<file path="src/hw/event_regs_consts.vh">
// Constants for the event status and checksum result register bank.
`ifndef EVENT_REGS_CONSTS_VH
`define EVENT_REGS_CONSTS_VH
`define ADDR_EVENT_STATUS     6'h02
`define ADDR_CHECKSUM_RESULT  6'h03
`define RESET_EVENT_STATUS    24'h000001
`define RESET_CHECKSUM        16'hffff
`define BIT_RESET_SEEN        0
`define BIT_LENGTH_ERROR      1
`define BIT_PARITY_ERROR      2
`define BIT_INPUT_CHANGE      3
`define BIT_THERMAL_SHUTDOWN  4
`define BIT_THERMAL_WARN      5
`define BIT_SUPPLY_HIGH       6
`define BIT_SUPPLY_LOW        7
`define BIT_CHECKSUM_DONE     8
`define FRAME_BITS            6'd32
`define CMD_READ              1'b0
`endif

</file>
<file path="src/hw/event_status_regs.v">
// Event status and checksum result registers behind the serial link.
`timescale 1ns/1ps
module event_status_regs
(
   // Clock and reset
   input  wire        clk,
   input  wire        reset,
   // Serial link pins
   input  wire        csN,
   input  wire        sclk,
   input  wire        sdi,
   // Monitor condition levels and events
   input  wire        supplyLowLevel,
   input  wire        supplyHighLevel,
   input  wire        thermalWarnLevel,
   input  wire        thermalShutdownLevel,
   input  wire [23:0] inputCross,
   input  wire        pollFirstDone,
   input  wire        softReset,
   input  wire        checksumDone,
   input  wire [15:0] checksumValue,
   // Results
   output reg  [23:0] readData,
   output reg         readValid,
   output reg         parityStatusFlag,
   output reg         lengthStatusFlag,
   output reg         resetStatusFlag,
   output reg         intN
);
`include "event_regs_consts.vh"

   // ---------------------------------------------------------------
   // Pin synchronisers
   // ---------------------------------------------------------------
   reg  [1:0] csSync_q;
   reg  [2:0] sclkSync_q;
   reg  [1:0] sdiSync_q;
   reg  [3:0] lvlSync0_q;
   reg  [3:0] lvlSync1_q;
   reg  [3:0] lvlPrev_q;

   always @(posedge clk)
   begin
      if (reset)
      begin
         csSync_q   <= 2'h3;
         sclkSync_q <= 3'h0;
         sdiSync_q  <= 2'h0;
         lvlSync0_q <= 4'h0;
         lvlSync1_q <= 4'h0;
         lvlPrev_q  <= 4'h0;
      end
      else
      begin
         csSync_q   <= {csSync_q[0], csN};
         sclkSync_q <= {sclkSync_q[1:0], sclk};
         sdiSync_q  <= {sdiSync_q[0], sdi};
         lvlSync0_q <= {supplyLowLevel, supplyHighLevel, thermalWarnLevel,
                        thermalShutdownLevel};
         lvlSync1_q <= lvlSync0_q;
         lvlPrev_q  <= lvlSync1_q;
      end
   end

   wire       csLowSync = ~csSync_q[1];
   wire       sclkRise  = sclkSync_q[1] & ~sclkSync_q[2];
   // Both edges count, since the flag marks a condition starting or ending.
   wire [3:0] lvlToggle = lvlSync1_q ^ lvlPrev_q;

   // ---------------------------------------------------------------
   // Frame receiver
   // ---------------------------------------------------------------
   reg         syncSoftReset_q;
   // Soft reset is treated like the hardware reset but one cycle late.
   wire        anyReset = reset | syncSoftReset_q;
   wire        frameGood;
   wire        parityBad;
   wire        lengthBad;
   wire [31:0] frameWord;

   frame_receiver u_rx
   (
      .clk       (clk),
      .reset     (anyReset),
      .csLowSync (csLowSync),
      .sclkRise  (sclkRise),
      .sdiBit    (sdiSync_q[1]),
      .frameDone (),
      .frameGood (frameGood),
      .parityBad (parityBad),
      .lengthBad (lengthBad),
      .frameWord (frameWord)
   );

   // Frame layout: bit 31 command, bits 30:25 address, bit 0 parity.
   wire       readCmd  = frameGood & (frameWord[31] == `CMD_READ);
   wire [5:0] readAddr = frameWord[30:25];
   wire       readEvt  = readCmd & (readAddr == `ADDR_EVENT_STATUS);

   // ---------------------------------------------------------------
   // Event status register
   // ---------------------------------------------------------------
   reg  [23:0] eventStatus_q;
   reg  [23:0] eventSet;
   reg  [23:0] eventStatus_d;
   reg  [15:0] checksum_q;

   always @*
   begin
      eventSet = 24'h000000;
      eventSet[`BIT_SUPPLY_LOW]       = lvlToggle[3];
      eventSet[`BIT_SUPPLY_HIGH]      = lvlToggle[2];
      eventSet[`BIT_THERMAL_WARN]     = lvlToggle[1];
      eventSet[`BIT_THERMAL_SHUTDOWN] = lvlToggle[0];
      eventSet[`BIT_INPUT_CHANGE]     = (|inputCross) | pollFirstDone;
      eventSet[`BIT_PARITY_ERROR]     = parityBad;
      eventSet[`BIT_LENGTH_ERROR]     = lengthBad;
      eventSet[`BIT_CHECKSUM_DONE]    = checksumDone;
      // Set wins over the clearing read.
      if (readEvt)
         eventStatus_d = eventSet;
      else
         eventStatus_d = eventStatus_q | eventSet;
   end


   always @(posedge clk)
   begin
      if (reset)
         syncSoftReset_q <= 1'b0;
      else
         syncSoftReset_q <= softReset & ~syncSoftReset_q;
   end

   always @(posedge clk)
   begin
      if (anyReset)
      begin
         eventStatus_q    <= `RESET_EVENT_STATUS;
         checksum_q       <= `RESET_CHECKSUM;
         readData         <= 24'h000000;
         readValid        <= 1'b0;
         parityStatusFlag <= 1'b0;
         lengthStatusFlag <= 1'b0;
         resetStatusFlag  <= 1'b1;
         intN             <= 1'b0;
      end
      else
      begin
         eventStatus_q <= eventStatus_d;
         if (checksumDone)
            checksum_q <= checksumValue;
         readValid <= readCmd;
         if (readCmd)
         begin
            case (readAddr)
               `ADDR_EVENT_STATUS:    readData <= eventStatus_q;
               `ADDR_CHECKSUM_RESULT: readData <= {8'h00, checksum_q};
               default:               readData <= 24'h000000;
            endcase
         end
         parityStatusFlag <= eventStatus_q[`BIT_PARITY_ERROR];
         lengthStatusFlag <= eventStatus_q[`BIT_LENGTH_ERROR];
         resetStatusFlag  <= eventStatus_q[`BIT_RESET_SEEN];
         // The read is decoded as soon as its frame ends, so the pin lets go
         // at the chip select rise of that same frame, plus the pin lag.
         if (|eventSet)
            intN <= 1'b0;
         else if (readEvt)
            intN <= 1'b1;
         else if (eventStatus_q != 24'h000000)
            intN <= 1'b0;
      end
   end
endmodule // event_status_regs

</file>
<file path="src/hw/frame_receiver.v">
// Serial frame receiver: bit count, odd parity check and frame decode.
`timescale 1ns/1ps
module frame_receiver
(
   // Clock and reset
   input  wire        clk,
   input  wire        reset,
   // Synchronised link pins
   input  wire        csLowSync,
   input  wire        sclkRise,
   input  wire        sdiBit,
   // Frame results
   output reg         frameDone,
   output reg         frameGood,
   output reg         parityBad,
   output reg         lengthBad,
   output reg  [31:0] frameWord
);
`include "event_regs_consts.vh"

   reg  [5:0]  bitCount_q;
   reg  [31:0] shift_q;
   reg         csLowPrev_q;
   reg         overflow_q;
   wire        frameEnd;
   wire        oddOnes;

   assign frameEnd = csLowPrev_q & ~csLowSync;
   assign oddOnes  = ^shift_q;

   always @(posedge clk)
   begin
      if (reset)
      begin
         bitCount_q  <= 6'h00;
         shift_q     <= 32'h00000000;
         csLowPrev_q <= 1'b0;
         overflow_q  <= 1'b0;
         frameDone   <= 1'b0;
         frameGood   <= 1'b0;
         parityBad   <= 1'b0;
         lengthBad   <= 1'b0;
         frameWord   <= 32'h00000000;
      end
      else
      begin
         csLowPrev_q <= csLowSync;
         frameDone   <= 1'b0;
         frameGood   <= 1'b0;
         parityBad   <= 1'b0;
         lengthBad   <= 1'b0;
         if (csLowSync & ~csLowPrev_q)
         begin
            bitCount_q <= 6'h00;
            overflow_q <= 1'b0;
         end
         else if (csLowSync & sclkRise)
         begin
            shift_q <= {shift_q[30:0], sdiBit};
            if (bitCount_q == `FRAME_BITS)
               overflow_q <= 1'b1;
            else
               bitCount_q <= bitCount_q + 6'd1;
         end
         // A frame with no clock pulses is silently ignored.
         if (frameEnd && bitCount_q != 6'h00)
         begin
            frameDone <= 1'b1;
            if (overflow_q || bitCount_q != `FRAME_BITS)
               lengthBad <= 1'b1;
            else if (!oddOnes)
               parityBad <= 1'b1;
            else
            begin
               frameGood <= 1'b1;
               frameWord <= shift_q;
            end
         end
      end
   end
endmodule // frame_receiver

</file>
<file path="config.mk">
export PLATFORM = sky130hd
export DESIGN_NAME = event_status_regs
export DESIGN_NICKNAME = d
export VERILOG_FILES = /design/src/hw/event_status_regs.v /design/src/hw/frame_receiver.v
export VERILOG_INCLUDE_DIRS = /design/src /design/src/hw
export SDC_FILE = /design/constraint.sdc
export NUM_CORES = 1
export LEC_CHECK = 0
export BUFFER_PORTS_ARGS = -buffer_cell sky130_fd_sc_hd__buf_2
export CAP_MARGIN = 20
export CORE_MARGIN = 1.5
export CORE_UTILIZATION = 45
export DETAILED_ROUTE_END_ITERATION = 7
export MAX_ROUTING_LAYER = met4
export PLACE_DENSITY = 0.67
export SYNTH_ARGS = -nofsm -noshare
export SYNTH_HDL_FRONTEND = slang
export SYNTH_SLANG_ARGS = --single-unit
</file>
<file path="constraint.sdc">
create_clock -name clk -period 2 [get_ports clk]
set_input_delay 0.3 -clock clk [delete_from_list [all_inputs] [get_ports clk]]
set_output_delay 0.3 -clock clk [all_outputs]
set_load 0.1 [all_outputs]
</file>
# Yosys cells after proc, flatten, opt, wreduce, memory -nomap -nowiden
# Cells that the tools add are included.
totals:
  ff_bits: 164
  elab_cells: 72
  out_inout_bits: 29
  inputBits: 52
classes:
  n_reduce_logical: 16
  eq_ne: 4
  mux: 7
  addsub: 1
  bitwise_logic: 20
ops:
  columns: ["operator", "count"]
  rows:
  - ["case mux 24 bit (2 select lines)", 1]
  - ["XOR reduction 32 bit", 1]
  - ["bitwise OR 24 x 9 -> 24 bit", 1]
  - ["nonzero test 24 bit", 1]
  - ["OR reduction 24 bit", 1]
  - ["equality test 6 x 2 -> 1 bit, second input constant", 2]
  - ["2-to-1 mux 9 bit", 1]
  - ["NOT 1 bit", 9]
  - ["OR reduction 9 bit", 1]
  - ["bitwise AND 1 bit", 7]
  - ["adder 6 x 1 -> 6 bit, second input constant", 1]
  - ["equality test 6 bit, second input constant", 1]
  - ["inequality test 6 bit, second input constant", 1]
  - ["AND reduction 2 bit", 3]
  - ["nonzero test 6 bit", 1]
  - ["OR reduction 2 bit", 3]
  - ["2-to-1 mux 1 bit", 5]
  - ["bitwise XOR 4 bit", 1]
  - ["AND reduction 3 bit", 1]
  - ["OR reduction 3 bit", 1]
  - ["bitwise OR 1 bit", 2]
  - ["nonzero test 2 bit", 1]
  - ["logical AND 1 bit", 1]
  - ["logical OR 1 bit", 1]

# Depth between registers and ports, before layout
logic_depth:
  word_depth: 4
  depth_mapped: 9
  ltp_nobuf: 8

# Hierarchy
# From an unflattened synthesis, not the netlist that was laid out.
unflattened:
  hier_cells: 594
  hier_area_um2: 5665.4
by_module_without_submodules:
  columns: ["mod", "instances", "seq_area_each_um2", "area_per_inst_um2", "cells_each"]
  rows:
  - ["frame_receiver", 1, 1521.5, 3306.9, 362]
  - ["event_status_regs", 1, 1321.3, 2358.5, 232]

# Worst setup path after synthesis
# Ideal clock, no wire load.
synth_timing:
  path_kind: "register to register"
  start: "register, netlist name intN"
  end: "register intN"
  required_ns: 1.939
  slack_ns: -0.024
  setup_time_ns: 0.061
  path_buffers: 0
  arrival_ns: 1.963
  synth_period_minus_slack_ns: 2.024
  stages_incl_launch_ff: 4
  cell_sequence: "dfxtp_1 or4b_2 o41ai_1 and4_1"
synth_rtl:
  columns: ["element", "line", "source"]
  rows:
  - ["end signal, assigned", "event_status_regs.v:146", "intN <= 1'b0;"]
  - ["end signal, assigned", "event_status_regs.v:168", "intN <= 1'b0;"]
  - ["end signal, assigned", "event_status_regs.v:170", "intN <= 1'b1;"]
  - ["end, declared", "event_status_regs.v:28", "output reg intN"]

# Worst setup path in the final report
layout_timing:
  start: "register u_rx.shift_q[23]"
  end: "register u_rx.frameWord[29]"
layout_via:
  elab_chain_len: 2
layout_rtl:
  columns: ["element", "line", "source"]
  rows:
  - ["start, declared", "frame_receiver.v:22", "reg [31:0] shift_q;"]
  - ["start signal, assigned", "frame_receiver.v:59", "shift_q <= {shift_q[30:0], sdiBit};"]
  - ["XOR reduction 32 bit", "frame_receiver.v:29", "assign oddOnes = ^shift_q;"]
  - ["AND reduction 3 bit (no source line)", null, null]
  - ["end signal, assigned", "frame_receiver.v:76", "frameWord <= shift_q;"]
  - ["end, declared", "frame_receiver.v:17", "output reg [31:0] frameWord"]
# Every way passes these cells.
# A chain may end at the register's enable or synchronous reset.

==> impl_metrics.csv <==
group,metric,value,unit
clock_tree,cts.sink_count,116,
flow_run,cap_viol_max_count,0,
timing,hold_viol,0,
clock_tree,cts_tree,"done",
detailed_routing,post_drt_via_cell_ratio,4.90,
timing,rsz0062_at_grt,"false",
timing,fin_crit,1.84,ns
worst_setup_path,r2r_cells,8,
power_and_ir_drop,p_leak,2.27,nW
placed_design,port_buffers,72,
logic_synthesis,synth_seq_cells,116,
worst_setup_path,crit_fanout,8,
cells_and_area,fillCellCount,828,
worst_setup_path,worst_path_dominant_cell_family,"XOR/XNOR gates",
worst_setup_path,regToRegStartpoint,"u_rx.shift_q[23]$_SDFFE_PP0P_",
detailed_routing,routed_wl,9.18,mm
worst_setup_path,arrival,2.21,ns
worst_setup_path,r2r_setup_slack,0.16,ns
cells_and_area,drive_gt1_frac,0.225,
worst_setup_path,start_kind,"flip-flop",
timing,worstMarginPinSlew,0.676,ns
logic_synthesis,synth_cell_types,35,
clock_tree,clk_path_buf_depth,2,
power_and_ir_drop,p_seq_frac,0.419,
placed_design,hpwl,5.87,mm
floorplanning,num_rows,35,
global_route,antenna_found_initial,0,
timing,holdWs,0.0309,ns
worst_setup_path,worstSetupEndpointType,"flip-flop",
timing,finalMaxSlewViolations,0,
power_and_ir_drop,power_density,992,nW/µm²
worst_setup_path,cp-endpoint,"u_rx.frameWord[29]$_SDFFE_PP0P_",
detailed_routing,drt_first_pass_iters,4,
power_and_ir_drop,peakVddDrop,0.521,mV
clock_tree,cts_setup_buffers,0,
cells_and_area,n_antenna_cell,0,
timing,slew_headroom,0.549,
worst_setup_path,cp_slowest_cell,"dfxtp_1",
timing,setup_tns,0,ns
floorplanning,start_util,0.471,
timing,period_share,0.920,
worst_setup_path,crit_cells,8,
global_route,grt_pass1_wl,15.8,mm
floorplanning,coreArea,9370,µm²
power_and_ir_drop,internal-power,4.40,mW
worst_setup_path,worstSetupPathType,"flip-flop to flip-flop",
global_route,track_usage,0.202,
logic_synthesis,yosysWarnings,0,
clock_tree,cts_root_buf,"clkbuf_8",
power_and_ir_drop,clkPwrFrac,0.532,
power_and_ir_drop,p_sw,1.27,mW
detailed_routing,wire_per_inst,12.8,µm
clock_tree,cts_buffers,17,
cells_and_area,syn_to_final_growth,29.7,%
clock_tree,clkLatencyLatePin,0.52,ns
worst_hold_path,hp-class,"primary input to flip-flop",
timing,finClkSkew,0.00822,ns
worst_setup_path,crit_chain,"xor2_1 > xnor2_1 > xnor2_1 > xnor2_2 > xor2_1 > buf_4 > o21ai_0 > a21oi_1",
worst_setup_path,path_buf_inv,1,
floorplanning,die_y,102,µm
floorplanning,ios,81,
logic_synthesis,ys_seq_area_frac,0.526,
floorplanning,die_x,102,µm
worst_setup_path,crit_start,"u_rx.shift_q[23]$_SDFFE_PP0P_",
timing,fmax,0.544,GHz
detailed_routing,num_vias,3522,
worst_setup_path,required,2.37,ns
cells_and_area,layout_common_cells,"115 x dfxtp_1, 89 x nand2_1, 72 x buf_2, 49 x a21oi_1, 38 x nor2_1",
detailed_routing,drc,0,
power_and_ir_drop,switching_share,0.224,
power_and_ir_drop,p_comb_frac,0.049,
detailed_routing,drt_iter0_markers,122,
timing,setup_violations,0,
logic_synthesis,synth_area,4410,µm²
placed_design,gp_congestion,0.811,
global_route,grt_overflow,0,
worst_setup_path,rr_endpoint,"u_rx.frameWord[29]$_SDFFE_PP0P_",
detailed_routing,ant_nets,0,
status,outcome,"finished clean",
floorplanning,dieArea,10400,µm²
clock_tree,clk_pin_slew,0.06,ns
global_route,grt_max_degree,67,
logic_synthesis,syn_avg_cell_area,9.10,µm²
global_route,grt_pass1_vias,3510,
worst_setup_path,cpPeakStageDelay,0.37,ns
logic_synthesis,synth_cells,485,
cells_and_area,nNetsFinal,631,
cells_and_area,layout_commonest_cell,"dfxtp_1",
clock_tree,htreeDepth,4,
## state kept, by name (all words and copies together) (netlist names)
signal            flops
u_rx.shift_q         32
checksum_q           16
readData             16
eventStatus_q         9
u_rx.frameWord        7
u_rx.bitCount_q       6
lvlPrev_q             4
lvlSync0_q            4
lvlSync1_q            4
sclkSync_q            3
csSync_q              2
sdiSync_q             2
intN                  1
lengthStatusFlag      1
parityStatusFlag      1
readValid             1
resetStatusFlag       1
syncSoftReset_q       1
u_rx.csLowPrev_q      1
u_rx.frameGood        1
u_rx.lengthBad        1
u_rx.overflow_q       1
u_rx.parityBad        1
## per-layer routing
layer,part of all wire,track usage
met1,0.45,0.227
met2,0.49,0.329
met3,0.038,0.0677
met4,0.019,0.0854
met5,0,-
## worst reg2reg max path, delay by kind of cell, from the launching register on
kind | cells | cell delay, ns
flip-flops | 1 | 0.37
buffers and inverters | 1 | 0.17
AO/OA/AOI/OAI | 2 | 0.27
XOR/XNOR | 5 | 0.90
## cells in the mapped netlist
cell type	number	area [µm²]
or2_2	3	18.8
nor4b_1	1	8.76
o21ai_1	1	5.00
buf_4	8	60.1
nor2b_1	17	106
o41ai_1	1	8.76
dfxtp_1	116	2320
a22oi_1	16	120
or4_1	1	7.51
xnor2_1	30	263
xor2_1	11	96.3
or4b_2	1	10.0
nand2b_1	2	12.5
nand4_1	2	12.5
conb_1	1	3.75
ha_1	2	25.0
o21ai_0	7	35.0
mux2i_1	16	160
clkbuf_1	25	93.8
nand3_1	11	55.1
nor4_1	9	56.3
a31oi_1	1	6.26
nor3_1	3	15.0
buf_2	1	5.00
or3_1	1	6.26
inv_1	2	7.51
and2_1	6	37.5
nor2_1	38	143
nor3b_1	1	7.51
and4_1	1	8.76
nand2_1	89	334
mux2_2	9	101
and3_1	1	6.26
buf_1	2	7.51
a21oi_1	49	245
## cell families (layout without fill, tap and decap cells)
kind of cell / Yosys count / in the layout / synth area share
simple gates: 187 / 187 / 0.192
flops: 116 / 116 / 0.526
compound gates: 75 / 75 / 0.0953
xor+xnor: 41 / 41 / 0.0814
buf+inv: 38 / 136 / 0.0394
mux: 25 / 25 / 0.0593
fa+ha+maj: 2 / 2 / 0.00567
other cells: 1 / 8 / 0.000850
## through the flow
step            util  worst slack [ns]  power (mW)  instances  area, µm²
2_1_floorplan      -             0.225        2.61        492       4440
3_3_place_gp   0.521            0.0877        2.67        667       4880
3_5_place_dp   0.521           0.00172        2.68        667       4880
4_1_cts        0.608            0.0839        5.74        719       5690
5_1_grt        0.611            0.0167        5.89        719       5720
6_report       0.611             0.161        5.68        719       5720
## worst min-delay path by stage
stage	startpoint	end	slack [ns]	cells after the start
after floorplan	csSync_q[0]$_SDFF_PP1_	csSync_q[1]$_SDFF_PP1_	0.39	1
after global placement	csSync_q[0]$_SDFF_PP1_	csSync_q[1]$_SDFF_PP1_	0.39	1
after detailed placement	csSync_q[0]$_SDFF_PP1_	csSync_q[1]$_SDFF_PP1_	0.40	1
after CTS	checksumValue[5]	checksum_q[5]$_SDFFE_PP1P_	0.006	3
after global routing	checksumValue[5]	checksum_q[5]$_SDFFE_PP1P_	0.002	3
final	checksumValue[15]	checksum_q[15]$_SDFFE_PP1P_	0.03	3
## final cells by class
type / instances / area (µm²) / share of cell area
clock buffer: 18 / 428 / 0.0748
clock inverter: 14 / 176 / 0.0308
inverter: 2 / 7.51 / 0.00131
multi-input combinational: 338 / 1980 / 0.346
sequential: 116 / 2320 / 0.406
tap: 129 / 161 / 0.0282
timing repair buffer: 102 / 648 / 0.113
## power groups by stage
stage / clock [mW] / combinational, mW / sequential, mW
2_1_floorplan: 0 / 0.188 / 2.42
3_3_place_gp: 0 / 0.243 / 2.43
3_5_place_dp: 0 / 0.249 / 2.43
4_1_cts: 3.08 / 0.282 / 2.38
5_1_grt: 3.20 / 0.303 / 2.38
6_report: 3.02 / 0.280 / 2.38
## timing repair
action,4_1_cts,5_1_grt
gates cloned,0,0
hold endpoints to repair,20,0
resized for setup,1,4
setup endpoints to repair,2,8
hold buffers,20,0
Note: power is estimated with default switching activity, not from simulation.
